--- src/shared/pll_ctrl_defs.svh ---
// constants for the synthesizer two-wire control slave
// assumes the includer supplies clock, reset and synchronised pins
//
// Operation
// - start and stop framed by data on high clock
// - data changes on low clock, sampled rising
// - eight bits MSB first, ninth pulse acknowledges
// - address must equal prefix plus pin bits
// - address LSB zero writes, one reads
// - data byte top bit picks pair type
// - divider is fifteen bits across pair
// - read match acknowledges then sends status
// - host ack repeats status, else release
// - status: flag, lock, zero, inputs, level
// - power flag set at power, cleared after read
// - never pull data low during power reset
// - pump select zero low current, one high
// - control LSB one disables tuning output
// - port bit one turns output on
// - two test bits select four modes
// - reference select bits pick three ratios
// - level code reports five supply bands
// - address pin gives two address bits
`ifndef PLL_CTRL_DEFS_SVH
`define PLL_CTRL_DEFS_SVH

// ************************************************
// address and field layout
// ************************************************
`define ADDR_PREFIX 5'h18
`define TYPE_BIT 7
`define PUMP_BIT 6
`define TEST_HI_BIT 5
`define TEST_LO_BIT 4
`define REFSEL_FIRST_BIT 2
`define REFSEL_SECOND_BIT 1
`define TUNE_OFF_BIT 0
`define STATUS_UNUSED 1'h0

// ************************************************
// reference ratios, reset values and synchroniser depth
// ************************************************
`define RATIO_SECOND_LOW 8'h50
`define RATIO_SECOND_HIGH_FIRST_LOW 8'h80
`define RATIO_BOTH_HIGH 8'h40
`define DIVIDER_RESET 15'h0100
`define REFSEL_RESET 2'h0
`define TEST_RESET 2'h0
`define PORTS_RESET 4'h0
`define POWER_FLAG_RESET 1'h1
`define SYNC_STAGES 2

`endif

--- src/shared/pll_ctrl_pkg.sv ---
// types for the synthesizer two-wire control slave
// assumes nothing beyond a SystemVerilog compiler
package pll_ctrl_pkg;

	// one-hot serial sequencer states
	typedef enum logic [7:0] {
		ST_IDLE = 8'h01,
		ST_ADDR = 8'h02,
		ST_ADDR_ACK = 8'h04,
		ST_WDATA = 8'h08,
		ST_WACK = 8'h10,
		ST_RDATA = 8'h20,
		ST_RACK = 8'h40,
		ST_IGNORE = 8'h80
	} ser_state_e;

	typedef logic [7:0] byte_t;

endpackage : pll_ctrl_pkg
--- src/shared/line_if.sv ---
// bus line events passed from the sampler to the sequencer
// assumes both ends run on the same system clock
`timescale 1ns/1ns
interface line_if;
	logic scl;
	logic sda;
	logic scl_rise;
	logic scl_fall;
	logic start_seen;
	logic stop_seen;

	modport drive (
		output scl, sda, scl_rise, scl_fall, start_seen, stop_seen
	);
	modport use_side (
		input scl, sda, scl_rise, scl_fall, start_seen, stop_seen
	);
endinterface : line_if

--- src/hw/line_sampler.sv ---
// synchronises the two bus lines and finds their edges
// assumes both pins are asynchronous to CLK_IN and idle high
`timescale 1ns/1ns
module line_sampler (
	input wire logic clk_in,
	input wire logic rstn_in,
	input wire logic scl_in,
	input wire logic sda_in,
	line_if.drive ln
);
	logic [1:0] scl_meta;
	logic [1:0] sda_meta;
	logic scl_last;
	logic sda_last;

	// lines reset high so a bus idle at release makes no false edge
	always_ff @(posedge clk_in) begin
		if (!rstn_in) begin
			scl_meta <= 2'h3;
			sda_meta <= 2'h3;
			scl_last <= 1'h1;
			sda_last <= 1'h1;
		end else begin
			scl_meta <= {scl_meta[0], scl_in};
			sda_meta <= {sda_meta[0], sda_in};
			scl_last <= scl_meta[1];
			sda_last <= sda_meta[1];
		end
	end

	assign ln.scl = scl_meta[1];
	assign ln.sda = sda_meta[1];
	assign ln.scl_rise = scl_meta[1] & ~scl_last;
	assign ln.scl_fall = ~scl_meta[1] & scl_last;
	// data moving while clock stays high frames a telegram
	assign ln.start_seen = scl_meta[1] & scl_last & sda_last & ~sda_meta[1];
	assign ln.stop_seen = scl_meta[1] & scl_last & ~sda_last & sda_meta[1];

endmodule : line_sampler

--- src/hw/pll_serial_ctrl.sv ---
// two-wire slave holding divider, loop control and port settings
// assumes pins are asynchronous; analog levels arrive pre-decoded
`timescale 1ns/1ns
`include "pll_ctrl_defs.svh"
module pll_serial_ctrl #(
	parameter logic BAND_ON_FOURTH = 1'h0
) (
	input wire logic CLK_IN,
	input wire logic RSTN_IN,
	input wire logic SCL_IN,
	input wire logic SDA_IN,
	output logic SDA_OUT,
	output logic SDA_OE_OUT,
	input wire logic POWER_ON_RESET_IN,
	input wire logic SUPPLY_LOW_IN,
	input wire logic [1:0] CHIP_SELECT_IN,
	input wire logic LOCK_INDICATOR_IN,
	input wire logic [1:0] PORT_INPUT_LEVEL_IN,
	input wire logic [2:0] LEVEL_CODE_IN,
	output logic [14:0] DIVIDER_RATIO_OUT,
	output logic PUMP_CURRENT_SELECT_OUT,
	output logic [1:0] TEST_SELECT_OUT,
	output logic PUMP_TRISTATE_OUT,
	output logic TEST_ROUTE_OUT,
	output logic TEST_FEED_OUT,
	output logic [1:0] REFDIV_SELECT_OUT,
	output logic [7:0] REFDIV_RATIO_OUT,
	output logic TUNING_OUTPUT_DISABLE_OUT,
	output logic [3:0] SWITCH_OUTPUT_OUT,
	output logic UPPER_BAND_OUT
);

	// ************************************************
	// helpers
	// ************************************************
	function automatic logic address_match(input pll_ctrl_pkg::byte_t b,
			input logic [1:0] sel);
		address_match = (b[7:3] == `ADDR_PREFIX) && (b[2:1] == sel);
	endfunction : address_match
	function automatic logic [7:0] ratio_of(input logic [1:0] sel);
		if (!sel[0])
			ratio_of = `RATIO_SECOND_LOW;
		else if (!sel[1])
			ratio_of = `RATIO_SECOND_HIGH_FIRST_LOW;
		else
			ratio_of = `RATIO_BOTH_HIGH;
	endfunction : ratio_of
	// ************************************************
	// pin synchronisers
	// ************************************************
	logic [9:0] ext_meta;
	logic [9:0] ext_sync;
	wire [9:0] ext_raw = {POWER_ON_RESET_IN, SUPPLY_LOW_IN, CHIP_SELECT_IN,
		LOCK_INDICATOR_IN, PORT_INPUT_LEVEL_IN, LEVEL_CODE_IN};
	always_ff @(posedge CLK_IN) begin
		if (!RSTN_IN) begin
			ext_meta <= 10'h000;
			ext_sync <= 10'h000;
		end else begin
			ext_meta <= ext_raw;
			ext_sync <= ext_meta;
		end
	end
	wire por_active = ext_sync[9];
	wire supply_low = ext_sync[8];
	wire [1:0] chip_sel = ext_sync[7:6];
	wire lock_indicator = ext_sync[5];
	wire [1:0] port_level = ext_sync[4:3];
	wire [2:0] level_code = ext_sync[2:0];
	line_if ln ();
	line_sampler u_sampler (
		.clk_in(CLK_IN),
		.rstn_in(RSTN_IN),
		.scl_in(SCL_IN),
		.sda_in(SDA_IN),
		.ln(ln)
	);

	// ************************************************
	// sequencer state
	// ************************************************
	pll_ctrl_pkg::ser_state_e state, next_state;
	logic [2:0] bit_cnt, next_cnt;
	pll_ctrl_pkg::byte_t rx_shift, next_rx;
	pll_ctrl_pkg::byte_t tx_shift, next_tx;
	pll_ctrl_pkg::byte_t hold, next_hold;
	logic byte_done, next_done;
	logic pair_open, next_open;
	logic host_ack, next_ack;
	logic read_seen, next_read_seen;
	logic next_oe;
	logic commit_div, commit_ctl, read_end;
	logic power_flag;
	// unused bit reads zero
	wire [7:0] status_byte = {power_flag, lock_indicator, `STATUS_UNUSED,
		port_level, level_code};
	wire addr_ok = address_match(rx_shift, chip_sel);
	wire dir_read = rx_shift[0];
	wire [14:0] pair_divider = {hold[6:0], rx_shift};
	wire pair_is_ctl = hold[`TYPE_BIT];
	always_comb begin
		next_state = state;
		next_cnt = bit_cnt;
		next_rx = rx_shift;
		next_tx = tx_shift;
		next_hold = hold;
		next_done = byte_done;
		next_open = pair_open;
		next_ack = host_ack;
		next_read_seen = read_seen;
		next_oe = SDA_OE_OUT;
		commit_div = 1'h0;
		commit_ctl = 1'h0;
		read_end = 1'h0;
		if (por_active) begin
			// bus must stay free while the supply settles
			next_state = pll_ctrl_pkg::ST_IDLE;
			next_oe = 1'h1;
			next_done = 1'h0;
			next_open = 1'h0;
			next_read_seen = 1'h0;
		end else if (ln.stop_seen) begin
			next_state = pll_ctrl_pkg::ST_IDLE;
			next_oe = 1'h1;
			read_end = read_seen;
			next_read_seen = 1'h0;
		end else if (ln.start_seen) begin
			// a repeated start also closes a pending read
			next_state = pll_ctrl_pkg::ST_ADDR;
			next_cnt = 3'h0;
			next_done = 1'h0;
			next_open = 1'h0;
			next_oe = 1'h1;
			read_end = read_seen;
			next_read_seen = 1'h0;
		end else begin
			case (state)
			pll_ctrl_pkg::ST_ADDR, pll_ctrl_pkg::ST_WDATA: begin
				if (ln.scl_rise) begin
					next_rx = {rx_shift[6:0], ln.sda};
					next_cnt = 3'(bit_cnt + 3'h1);
					next_done = (bit_cnt == 3'h7);
				end else if (ln.scl_fall && byte_done) begin
					next_done = 1'h0;
					if (state == pll_ctrl_pkg::ST_WDATA) begin
						next_oe = 1'h0;
						next_state = pll_ctrl_pkg::ST_WACK;
					end else if (addr_ok) begin
						next_oe = 1'h0;
						next_read_seen = dir_read;
						next_state = pll_ctrl_pkg::ST_ADDR_ACK;
					end else begin
						next_state = pll_ctrl_pkg::ST_IGNORE;
					end
				end
			end
			pll_ctrl_pkg::ST_ADDR_ACK: begin
				if (ln.scl_fall) begin
					next_cnt = 3'h0;
					if (read_seen) begin
						next_oe = status_byte[7];
						next_tx = {status_byte[6:0], 1'h0};
						next_state = pll_ctrl_pkg::ST_RDATA;
					end else begin
						next_oe = 1'h1;
						next_state = pll_ctrl_pkg::ST_WDATA;
					end
				end
			end
			pll_ctrl_pkg::ST_WACK: begin
				if (ln.scl_fall) begin
					next_oe = 1'h1;
					next_cnt = 3'h0;
					next_state = pll_ctrl_pkg::ST_WDATA;
					// the host keeps each pair whole, so alternate blindly
					if (!pair_open) begin
						next_hold = rx_shift;
						next_open = 1'h1;
					end else begin
						commit_ctl = pair_is_ctl;
						commit_div = !pair_is_ctl;
						next_open = 1'h0;
					end
				end
			end
			pll_ctrl_pkg::ST_RDATA: begin
				if (ln.scl_fall) begin
					// bit 7 went out at the ack fall, bit 0 at count 6
					if (bit_cnt == 3'h7) begin
						next_oe = 1'h1;
						next_cnt = 3'h0;
						next_state = pll_ctrl_pkg::ST_RACK;
					end else begin
						next_oe = tx_shift[7];
						next_tx = {tx_shift[6:0], 1'h0};
						next_cnt = 3'(bit_cnt + 3'h1);
					end
				end
			end
			pll_ctrl_pkg::ST_RACK: begin
				if (ln.scl_rise) begin
					next_ack = ~ln.sda;
				end else if (ln.scl_fall) begin
					if (host_ack) begin
						next_oe = status_byte[7];
						next_tx = {status_byte[6:0], 1'h0};
						next_cnt = 3'h0;
						next_state = pll_ctrl_pkg::ST_RDATA;
					end else begin
						next_oe = 1'h1;
						next_state = pll_ctrl_pkg::ST_IGNORE;
					end
				end
			end
			pll_ctrl_pkg::ST_IDLE, pll_ctrl_pkg::ST_IGNORE: begin
				next_oe = 1'h1;
			end
			default: begin
				next_state = pll_ctrl_pkg::ST_IDLE;
				next_oe = 1'h1;
			end
			endcase
		end
	end
	always_ff @(posedge CLK_IN) begin
		if (!RSTN_IN) begin
			state <= pll_ctrl_pkg::ST_IDLE;
			bit_cnt <= 3'h0;
			rx_shift <= 8'h00;
			tx_shift <= 8'h00;
			hold <= 8'h00;
			byte_done <= 1'h0;
			pair_open <= 1'h0;
			host_ack <= 1'h0;
			read_seen <= 1'h0;
			SDA_OE_OUT <= 1'h1;
		end else begin
			state <= next_state;
			bit_cnt <= next_cnt;
			rx_shift <= next_rx;
			tx_shift <= next_tx;
			hold <= next_hold;
			byte_done <= next_done;
			pair_open <= next_open;
			host_ack <= next_ack;
			read_seen <= next_read_seen;
			SDA_OE_OUT <= next_oe;
		end
	end
	// open-drain: only ever drives low, enable does the work
	always_ff @(posedge CLK_IN) begin
		SDA_OUT <= 1'h0;
	end

	// ************************************************
	// power-on flag
	// ************************************************
	// a new supply dip wins over a clearing read in the same cycle
	always_ff @(posedge CLK_IN) begin
		if (!RSTN_IN)
			power_flag <= `POWER_FLAG_RESET;
		else if (por_active || supply_low)
			power_flag <= 1'h1;
		else if (read_end)
			power_flag <= 1'h0;
	end

	// ************************************************
	// setting registers
	// ************************************************
	wire [3:0] new_ports = rx_shift[3:0];
	wire new_band = BAND_ON_FOURTH ? new_ports[3] : new_ports[2];
	always_ff @(posedge CLK_IN) begin
		if (!RSTN_IN)
			DIVIDER_RATIO_OUT <= `DIVIDER_RESET;
		else if (commit_div)
			DIVIDER_RATIO_OUT <= pair_divider;
	end
	// the first control byte sits in hold, the second in rx_shift
	wire [1:0] hold_test = {hold[`TEST_HI_BIT], hold[`TEST_LO_BIT]};
	wire [1:0] hold_ref = {hold[`REFSEL_FIRST_BIT], hold[`REFSEL_SECOND_BIT]};
	always_ff @(posedge CLK_IN) begin
		if (!RSTN_IN) begin
			PUMP_CURRENT_SELECT_OUT <= 1'h0;
			TEST_SELECT_OUT <= `TEST_RESET;
			PUMP_TRISTATE_OUT <= 1'h0;
			TEST_ROUTE_OUT <= 1'h0;
			TEST_FEED_OUT <= 1'h0;
			REFDIV_SELECT_OUT <= `REFSEL_RESET;
			REFDIV_RATIO_OUT <= ratio_of(`REFSEL_RESET);
			TUNING_OUTPUT_DISABLE_OUT <= 1'h0;
			SWITCH_OUTPUT_OUT <= `PORTS_RESET;
			UPPER_BAND_OUT <= 1'h0;
		end else if (commit_ctl) begin
			PUMP_CURRENT_SELECT_OUT <= hold[`PUMP_BIT];
			TEST_SELECT_OUT <= hold_test;
			PUMP_TRISTATE_OUT <= (hold_test == 2'h1);
			TEST_ROUTE_OUT <= (hold_test == 2'h2);
			TEST_FEED_OUT <= (hold_test == 2'h3);
			REFDIV_SELECT_OUT <= hold_ref;
			REFDIV_RATIO_OUT <= ratio_of(hold_ref);
			TUNING_OUTPUT_DISABLE_OUT <= hold[`TUNE_OFF_BIT];
			SWITCH_OUTPUT_OUT <= new_ports;
			UPPER_BAND_OUT <= new_band;
		end
	end
endmodule : pll_serial_ctrl

--- config.mk ---
export PLATFORM = sky130hd
export DESIGN_NAME = pll_serial_ctrl
export DESIGN_NICKNAME = d
export VERILOG_FILES = /design/src/shared/pll_ctrl_pkg.sv /design/src/shared/line_if.sv /design/src/hw/line_sampler.sv /design/src/hw/pll_serial_ctrl.sv
export VERILOG_INCLUDE_DIRS = /design/src /design/src/shared
export SDC_FILE = /design/constraint.sdc
export NUM_CORES = 1
export LEC_CHECK = 0
export ABC_AREA = 1
export ABC_CLOCK_PERIOD_IN_PS = 1800
export BUFFER_PORTS_ARGS = -buffer_cell sky130_fd_sc_hd__buf_2
export CAP_MARGIN = 0
export CORE_MARGIN = 1
export CORE_UTILIZATION = 40
export DETAILED_ROUTE_END_ITERATION = 8
export GPL_ROUTABILITY_DRIVEN = 1
export PLACE_DENSITY = 0.63
export SYNTH_ARGS = -nofsm -noshare
export SYNTH_HDL_FRONTEND = slang
export SYNTH_SLANG_ARGS = --single-unit
--- constraint.sdc ---
create_clock -name CLK_IN -period 1.8 [get_ports CLK_IN]
set_input_delay 0.27 -clock CLK_IN [delete_from_list [all_inputs] [get_ports CLK_IN]]
set_output_delay 0.27 -clock CLK_IN [all_outputs]
set_load 0.03 [all_outputs]
==> results of run 1 <==
## worst min-delay path, stage by stage
cell     delay (ps)
buf_2            70
nand2_1          40
inv_1            40
## per-layer routing
metal  track usage [%]  wire [µm]
met3             4.047        365
met4             6.548        143
met1             23.15       4548
met2             26.67       3949
met5                 0          0
## cell usage in the layout (no fill, tap or decap), types with 3 or more instances in the layout
cell type  Yosys  final
dfxtp_2        0      4
buf_2          3     46
a211oi_2       4      4
nand2_2       10     10
inv_1         80     80
inv_2          3      3
nand2_4        7      7
nand4_1        3      3
nor2_1        87     86
nand3_2        3      3
nor2_4         8      9
nand2_1      138    138
nor2_2         7      7
dfxtp_1       97     93
or2_2          6      6
clkbuf_8       0     10
buf_4          7     11
nand3_1       29     29
a211oi_1       4      4
a21oi_1       41     41
o21ai_0       36     36
nor3_1         3      3
conb_1         1      6
## sequential cells by signal, indices dropped and copies added, names as in the netlist, 4 cells and up
| signal | count |
|---|---|
| DIVIDER_RATIO_OUT | 15 |
| tx_shift | 7 |
| state | 8 |
| rx_shift | 8 |
| SWITCH_OUTPUT_OUT | 4 |
| ext_sync | 10 |
| hold | 8 |
| ext_meta | 10 |
## per-stage QoR
stage	setup slack [ps]	cell area (µm²)	util, %	hold slack (ps)	std cells
after global routing	-0.1352	4945	47.47	61.94	796
final	126.1	4945	47.47	77.83	796
after detailed placement	149.9	4725	45.36	395.3	780
after floorplan	331.9	4357	-	367.6	610
after global placement	175.9	4725	45.36	393.0	780
after CTS	104.6	4930	47.33	61.73	796
## cell type report
| type | count | area [µm²] |
|---|---|---|
| sequential | 97 | 1947 |
| timing repair buffer | 58 | 332.8 |
| tap | 136 | 170.2 |
| fill | 1052 | 5472 |
| multi-input combinational | 402 | 1958 |
| clock buffer | 11 | 141.4 |
| clock inverter | 5 | 63.81 |
| inverter | 87 | 331.6 |
## cells by family (layout without fill, tap and decap cells)
kind of cell	after synthesis	in the layout	synth area share [%]
AO/OA/AOI/OAI	89	89	11.31
adder cells (fa/ha/maj)	2	2	0.5768
flip-flops	97	97	44.76
buffers and inverters	111	161	10.76
other	1	6	0.08645
AND/OR/NAND/NOR	305	305	32.51
## power breakdown
part           internal (µW)  total (µW)  switching (µW)
sequential              2280        2390             114
clock                    693        1460             769
combinational            513        1540            1030
total                   3480        5400            1910
## path summary, 6_finish.rpt
path | start | end | depth (start not counted)
worst max register to register | u_sampler.scl_meta[1] | state[6] | 11
worst max-delay path | u_sampler.scl_meta[1] | state[6] | 11
worst min-delay path | LEVEL_CODE_IN[1] | ext_meta[1] | 3
worst min register to register | ext_meta[4] | ext_sync[4] | 2
==> impl_metrics.tcl, run 1 <==
set metrics [dict create \
    status "finished clean" \
    post_synthesis_sequential_area_ratio_pct 44.76 \
    critical_path.max_stage_delay_ps 320 \
    synth_top_cells_by_area "dfxtp_1, nand2_1, nor2_1" \
    final_antenna_net_count 0 \
    io_buffer_count 46 \
    cts-buffers-inserted 9 \
    clk_transition_reported_paths_ps 90 \
    power_per_cell_area_nw_per_um2 1091 \
    postSynth.asyncResetShare_pct 0 \
    ys_warn_count 0 \
    critical_path.max_fanout 7 \
    avgViaCountPerCell 4.554 \
    initial_core_util_pct 41.65 \
    timing.final.crit_share_pct 92.99 \
    cts_tree "yes" \
    detailroute.via_count 3625 \
    ys_seq_elements 97 \
    crit_end_category "register" \
    critPathBufInv 3 \
    routed_wire_length_per_instance_um 11.32 \
    ctsRootBufferMaster "clkbuf_8" \
    floorplan_die_height_um 106.1 \
    dr.first_iter.drc_count 141 \
    post_synth_most_frequent_cells "nand2_1, dfxtp_1, nor2_1" \
    vias_in_the_first_global_route 3367 \
    hpwl_um 6481 \
    power.total_uw 5396 \
    die-area_um2 11270 \
    ctsHoldBuffers 0 \
    setup.worst_path.start_class "register" \
    synth.largest_area_cell "dfxtp_1" \
    synth-main-ff-cell "dfxtp_1" \
    layout_cell_share_with_drive_strength_beyond_1_pct 19.85 \
    peakVddDrop_mv 0.5991 \
    grt_use_total_pct 17.22 \
    post_cts.repair.setup_buffers 0 \
    total_leakage_power_uw 0.002381 \
    area_of_the_core_um2 10420 \
    critPathKind "reg -> reg" \
    detail_route.wirelength_um 9007 \
    floorplan.io_pins 53 \
    worst-endpoint-arrival_ps 1980 \
    crit_path_top_delay_cell "dfxtp_1" \
    fp.dieW_um 106.1 \
    hold_path.class "in -> reg" \
    grt_pass1_wl_um 15420 \
    synth_largest_type_area_fraction_pct 44.76 \
    period_needed_ps 1674 \
    fin_tns_setup_ps 0 \
    synth.lib_cells_used.distinct 31 \
    remaining_drc_errors 0 \
    number_of_synthesized_flops_with_an_enable_pin 0 \
    area_delta_synth_final_pct 13.99 \
    crit_top_cell "nand2_1" \
    rrSetupSlack_ps 130 \
    antenna_cells 0 \
    timing.critical_path.cells "inv_1 -> nand2_1 -> inv_1 -> nand2_1 -> nand2_1 -> nand2_1 -> nor2_4 -> nand2_4 -> inv_2 -> nor2_1 -> nor2_1" \
    ctsLongestPathBuffers 2 \
    initial_antenna_violation_count 0 \
    grt_max_degree 33 \
    drt_pass1_iterations 4 \
    timing.fmax_mhz 597.4 \
    drv_slew 0 \
    clk_latency_ps 370 \
    max_cap_violations 0 \
    post_synth_inst_count 605 \
    cts_resized 0 \
    fin_skew_ps 10.28 \
    finalSetupViolCount 0 \
    ctsHtreeMaxLevel 3 \
    rows 37 \
    synth.most_common_cell "nand2_1" \
    cp_data_required_time_ps 2110 \
    netlist_area_um2 4338 \
    layout.nets 671 \
    critical-path-top-delay-family "simple AND/OR/NAND/NOR gates" \
    grt_overflow_total 0 \
    gp_congestion 0.9044 \
    timing.final.hold_violations 0 \
    numClockSinks 97 \
    syn-mean-instance-area_um2 7.170 \
]
Power figures use the tool's default switching activity.
==> run 2, diff against run 1 <==
--- a/config.mk
+++ b/config.mk
@@ -14,7 +14,8 @@
 export CORE_UTILIZATION = 40
 export DETAILED_ROUTE_END_ITERATION = 8
 export GPL_ROUTABILITY_DRIVEN = 1
-export PLACE_DENSITY = 0.63
+export PLACE_DENSITY = 0.64
 export SYNTH_ARGS = -nofsm -noshare
 export SYNTH_HDL_FRONTEND = slang
+export SYNTH_HIERARCHICAL = 1
 export SYNTH_SLANG_ARGS = --single-unit
==> impl_metrics.tcl, run 2 <==
set metrics [dict create \
    clk_transition_reported_paths_ps 100 \
    io_buffer_count 46 \
    post_synth_most_frequent_cells "nand2_1, dfxtp_1, inv_1, nor2_1, a21oi_1" \
    layout_common_cells "nand2_1, dfxtp_1, inv_1" \
    synth.lib_cells_used.distinct 36 \
    clk_latency_ps 380 \
    ys_seq_elements 97 \
    post-route-worst-setup-slack_ps 11.93 \
    floorplan.io_pins 53 \
    cts-buffers-inserted 9 \
    multi_input_area_um2 1916 \
    synth-main-ff-cell "dfxtp_1" \
    grt_max_degree 41 \
    synth_largest_type_area_fraction_pct 45.99 \
    final_antenna_net_count 0 \
    timing.critical_path.cells "inv_1 -> nor2_1 -> inv_1 -> nor2_8 -> inv_4 -> nor3_4 -> buf_6 -> buf_12 -> o21ai_0 -> a21oi_1" \
    utilization_after_layout_pct 49.50 \
    status "finished clean" \
    layout_cell_share_with_drive_strength_beyond_1_pct 22.69 \
    fin_tns_setup_ps 0 \
    rsz0062_at_grt "yes" \
    worst_hold_path.num_cells 3 \
    fin_skew_ps 13.24 \
    grt_overflow_total 0 \
    largest_register_ffs 15 \
    critPathKind "reg -> reg" \
    setup.worst_path.start_class "register" \
    syn-mean-instance-area_um2 7.218 \
    layout.nets 672 \
    area_of_the_core_um2 10280 \
    timing.fmax_mhz 559.3 \
    peakVddDrop_mv 0.5253 \
    cts_tree "yes" \
    cp_data_required_time_ps 2110 \
    synth.most_common_cell "nand2_1" \
    timing.final.hold_violations 0 \
    antenna_cells 0 \
    post_synth_inst_count 585 \
    filler_cell_count 1034 \
    numClockSinks 97 \
    crit_path_top_delay_cell "dfxtp_1" \
    dp_worst_setup_slack_ps -191.2 \
    initial_antenna_violation_count 0 \
    grt_use_total_pct 18.34 \
    number_of_synthesized_flops_with_an_enable_pin 0 \
    finalSetupViolCount 0 \
    crit_end_category "register" \
    floorplan_die_height_um 104.7 \
    post_synthesis_sequential_area_ratio_pct 45.99 \
    synth.largest_area_cell "dfxtp_1" \
    ctsLongestPathBuffers 2 \
    drt_pass1_iterations 5 \
    reg2regPathDepth 10 \
    area_delta_synth_final_pct 20.47 \
    drv_slew 0 \
    rows 37 \
    critical_path.max_stage_delay_ps 360 \
    total_leakage_power_uw 0.002551 \
    ys_warn_count 6 \
    period_needed_ps 1788 \
    synth_top_cells_by_area "dfxtp_1, nand2_1, inv_1" \
    netlist_area_um2 4223 \
    avgViaCountPerCell 4.774 \
    initial_core_util_pct 41.09 \
    postSynth.asyncResetShare_pct 0 \
    die-area_um2 10970 \
    gp_congestion 0.8822 \
    largest-register "DIVIDER_RATIO_OUT" \
    timing.final.crit_share_pct 99.34 \
    layout.cells.most_common "nand2_1" \
    worst-endpoint-arrival_ps 2100 \
    critical_path.max_fanout 12 \
    detail_route.wirelength_um 9859 \
    ctsHoldBuffers 0 \
    ctsRootBufferMaster "clkbuf_8" \
    seq_area_um2 1953 \
    power_per_cell_area_nw_per_um2 1059 \
    crit_top_cell "inv_1" \
    detailroute.via_count 3805 \
    hold_path.class "in -> reg" \
    hpwl_um 6993 \
    routed_wire_length_per_instance_um 12.37 \
    fp.dieW_um 104.7 \
    ctsHtreeMaxLevel 3 \
    grt_pass1_wl_um 16220 \
    dr.first_iter.drc_count 199 \
    max_cap_violations 0 \
    reg.largest.list "DIVIDER_RATIO_OUT (15), ext_meta (10), ext_sync (10)" \
    remaining_drc_errors 0 \
    vias_in_the_first_global_route 3550 \
]
run 2: logic make-up after synthesis:
family          count (synthesis)  synth area share (%)
compound gates                105                 13.45
fa+ha+maj                       2                0.5925
buf+inv                       108                 11.20
flops                          97                 45.99
other cells                     1               0.08880
simple gates                  272                 28.68
run 2: metrics by stage:
step | power [µW] | hold slack (ps) | cell area, µm² | cells
final | 5386 | 57.84 | 5087 | 797
after global routing | 5738 | 57.77 | 5087 | 797
after CTS | 5281 | 51.70 | 4887 | 786
after detailed placement | 3816 | 394.7 | 4669 | 769
after global placement | 3780 | 391.0 | 4669 | 769
after floorplan | 3493 | 338.7 | 4242 | 590
run 2: report_power, final:
part | internal, µW | switching, µW | total, µW
sequential | 2280 | 108 | 2390
combinational | 554 | 973 | 1530
clock | 657 | 815 | 1470
run 2: area by class of cell:
class / instances / area share, %
clock buffers: 9 / 2.435
flip-flops and latches: 97 / 38.39
well taps: 136 / 3.345
clock inverters: 7 / 1.500
inverters: 84 / 6.296
repair buffers: 78 / 10.38
multi-input cells: 386 / 37.65
run 2: layer usage:
layer / part of all wire [%] / vias to the layer above / track usage [%]
met5: 0 / - / 0
met4: 2.8 / 0 / 8.048
met3: 4.9 / 23 / 4.367
met2: 45 / 97 / 28.81
met1: 47 / 1715 / 23.93
li1: - / 1970 / -
run 2: critical path: cells and delay by family (launching register included):
family | cells | cell delay [ps]
buffers and inverters | 5 | 540
and+or+nand+nor | 3 | 600
DFF | 1 | 360
AOI/OAI and AO/OA | 2 | 220
run 2: worst paths after layout:
path | end | slack, ps | startpoint
worst max-delay path | DIVIDER_RATIO_OUT[12] | 10 | u_sampler/scl_last
worst min-delay path | u_sampler/sda_meta[0] | 60 | SDA_IN
worst max register to register | DIVIDER_RATIO_OUT[12] | 10 | u_sampler/scl_last
worst min register to register | u_sampler/sda_meta[1] | 410 | u_sampler/sda_meta[0]
run 2: timing repair:
item	in CTS	in global routing
pin swaps	1	9
setup endpoints to repair	10	66
resized for setup	4	36
setup buffers	1	8
gates cloned	0	3
==> run 3, diff against run 2 <==
==> constraint.sdc (replaced) <==
create_clock -name CLK_IN -period 1.8 [get_ports CLK_IN]
set_input_delay 0.18 -clock CLK_IN [delete_from_list [all_inputs] [get_ports CLK_IN]]
set_output_delay 0.18 -clock CLK_IN [all_outputs]
set_load 0.03 [all_outputs]
==> impl_metrics.tcl, run 3 (synthesized netlist as in run 2, its figures left out) <==
set metrics [dict create \
    status "finished clean" \
    fin_skew_ps 12.44 \
    timing.fmax_mhz 559.6 \
    gp_congestion 0.8822 \
    detailroute.via_count 3859 \
    rsz0062_at_grt "yes" \
    reg2regPathDepth 11 \
    layout_common_cells "nand2_1, dfxtp_1, inv_1" \
    period_needed_ps 1787 \
    max_cap_violations 0 \
    timing.final.hold_violations 0 \
    vias_in_the_first_global_route 3619 \
    crit_end_category "register" \
    total_leakage_power_uw 0.002601 \
    cts_tree "yes" \
    setup.worst_path.start_class "register" \
    layout.cells.most_common "nand2_1" \
    timing.final.crit_share_pct 99.27 \
    antenna_cells 0 \
    dr.first_iter.drc_count 214 \
    power_per_cell_area_nw_per_um2 1037 \
    clk_transition_reported_paths_ps 100 \
    grt_pass1_wl_um 16430 \
    ctsLongestPathBuffers 2 \
    power.total_uw 5399 \
    avgViaCountPerCell 4.770 \
    post-route-worst-setup-slack_ps 13.16 \
    final_antenna_net_count 0 \
    clk_latency_ps 380 \
    grt_use_total_pct 18.55 \
    filler_cell_count 1029 \
    critPathKind "reg -> reg" \
    reg.largest.list "DIVIDER_RATIO_OUT (15), ext_meta (10), ext_sync (10)" \
    crit_path_top_delay_cell "dfxtp_2" \
    dp_worst_setup_slack_ps -191.2 \
    peakVddDrop_mv 0.5251 \
    area_of_the_core_um2 10280 \
    hold_path.class "in -> reg" \
    worst_hold_path.num_cells 4 \
    cts-buffers-inserted 9 \
    fin_tns_setup_ps 0 \
    numClockSinks 97 \
    floorplan.io_pins 53 \
    critical_path_depth 11 \
    cp_data_required_time_ps 2110 \
    hpwl_um 6993 \
    detail_route.wirelength_um 9913 \
    layout.nets 684 \
    finalSetupViolCount 0 \
    hold_ws_ps 120.2 \
    critical_path.max_stage_delay_ps 360 \
    final_cell_count_no_fill 809 \
    grt_max_degree 41 \
    initial_core_util_pct 41.09 \
    io_buffer_count 46 \
    critical_path.max_fanout 12 \
    initial_antenna_violation_count 0 \
    floorplan_die_height_um 104.7 \
    ctsRootBufferMaster "clkbuf_8" \
    drv_slew 0 \
    rows 37 \
    largest_register_ffs 15 \
    placed_cells_incl_taps 769 \
    grt_overflow_total 0 \
    die-area_um2 10970 \
    critical-path-top-delay-family "simple AND/OR/NAND/NOR gates" \
    fp.dieW_um 104.7 \
    ctsHtreeMaxLevel 3 \
    layout_cell_share_with_drive_strength_beyond_1_pct 22.29 \
    critPathBufInv 4 \
    largest-register "DIVIDER_RATIO_OUT" \
    drt_pass1_iterations 5 \
    remaining_drc_errors 0 \
    routed_wire_length_per_instance_um 12.25 \
    area_delta_synth_final_pct 23.32 \
    worst-endpoint-arrival_ps 2090 \
    timing.critical_path.cells "nor2_4 -> nand2_4 -> inv_4 -> nand2_4 -> nor2_8 -> inv_4 -> nor3_4 -> buf_6 -> buf_12 -> o21ai_0 -> a21oi_1" \
]
-- run 3: cell count changes in the layout (fill, tap and decap cells not counted) --
cell           change
dlygate4sd3_1     +12
-- run 3: layout make-up --
cell class	count	area [µm²]	area share, %
timing repair buffer	90	648.1	12.45
clock buffer	9	123.9	2.379
tap	136	170.2	3.268
inverter	84	320.3	6.151
clock inverter	7	76.32	1.466
multi-input combinational	386	1916	36.79
sequential	97	1953	37.51
-- run 3: tightest hold or removal path, stage by stage --
cell and delay, ps:
buf_2 100, clkinv_1 70, nor2_2 50, nand3_1 60
-- run 3: layer usage --
| layer | GRT usage [%] | share of wire (%) |
|---|---|---|
| met1 | 24.05 | 47 |
| met4 | 8.048 | 2.7 |
| met5 | 0 | 0 |
| met2 | 29.42 | 45 |
| met3 | 4.367 | 4.7 |
-- run 3: worst paths after layout --
check                                      startpoint  slack, ps               endpoint
worst min-delay path                          RSTN_IN        120               state[0]
worst max register to register               state[3]         10  DIVIDER_RATIO_OUT[12]
worst min register to register  u_sampler/sda_meta[0]        410  u_sampler/sda_meta[1]
worst max-delay path                         state[3]         10  DIVIDER_RATIO_OUT[12]
-- run 3: report_power, final --
group          total (µW)  internal [µW]  switching, µW
clock network        1460            657            806
registers            2390           2280            108
logic                1550            571            978
-- run 3: per-stage QoR --
stage	instance area, µm²	utilization, %
2_1_floorplan	4242	-
3_3_place_gp	4669	45.43
3_5_place_dp	4669	45.43
4_1_cts	5007	48.72
5_1_grt	5207	50.67
6_report	5207	50.67
-- run 3: timing repair --
item                                   CTS  global route
hold buffers                            12             0
gates cloned                             0             3
gates resized for setup                  4            36
setup buffers                            1             8
pin swaps                                1             9
setup endpoints to repair               10            66
endpoints found under the hold margin   12             0
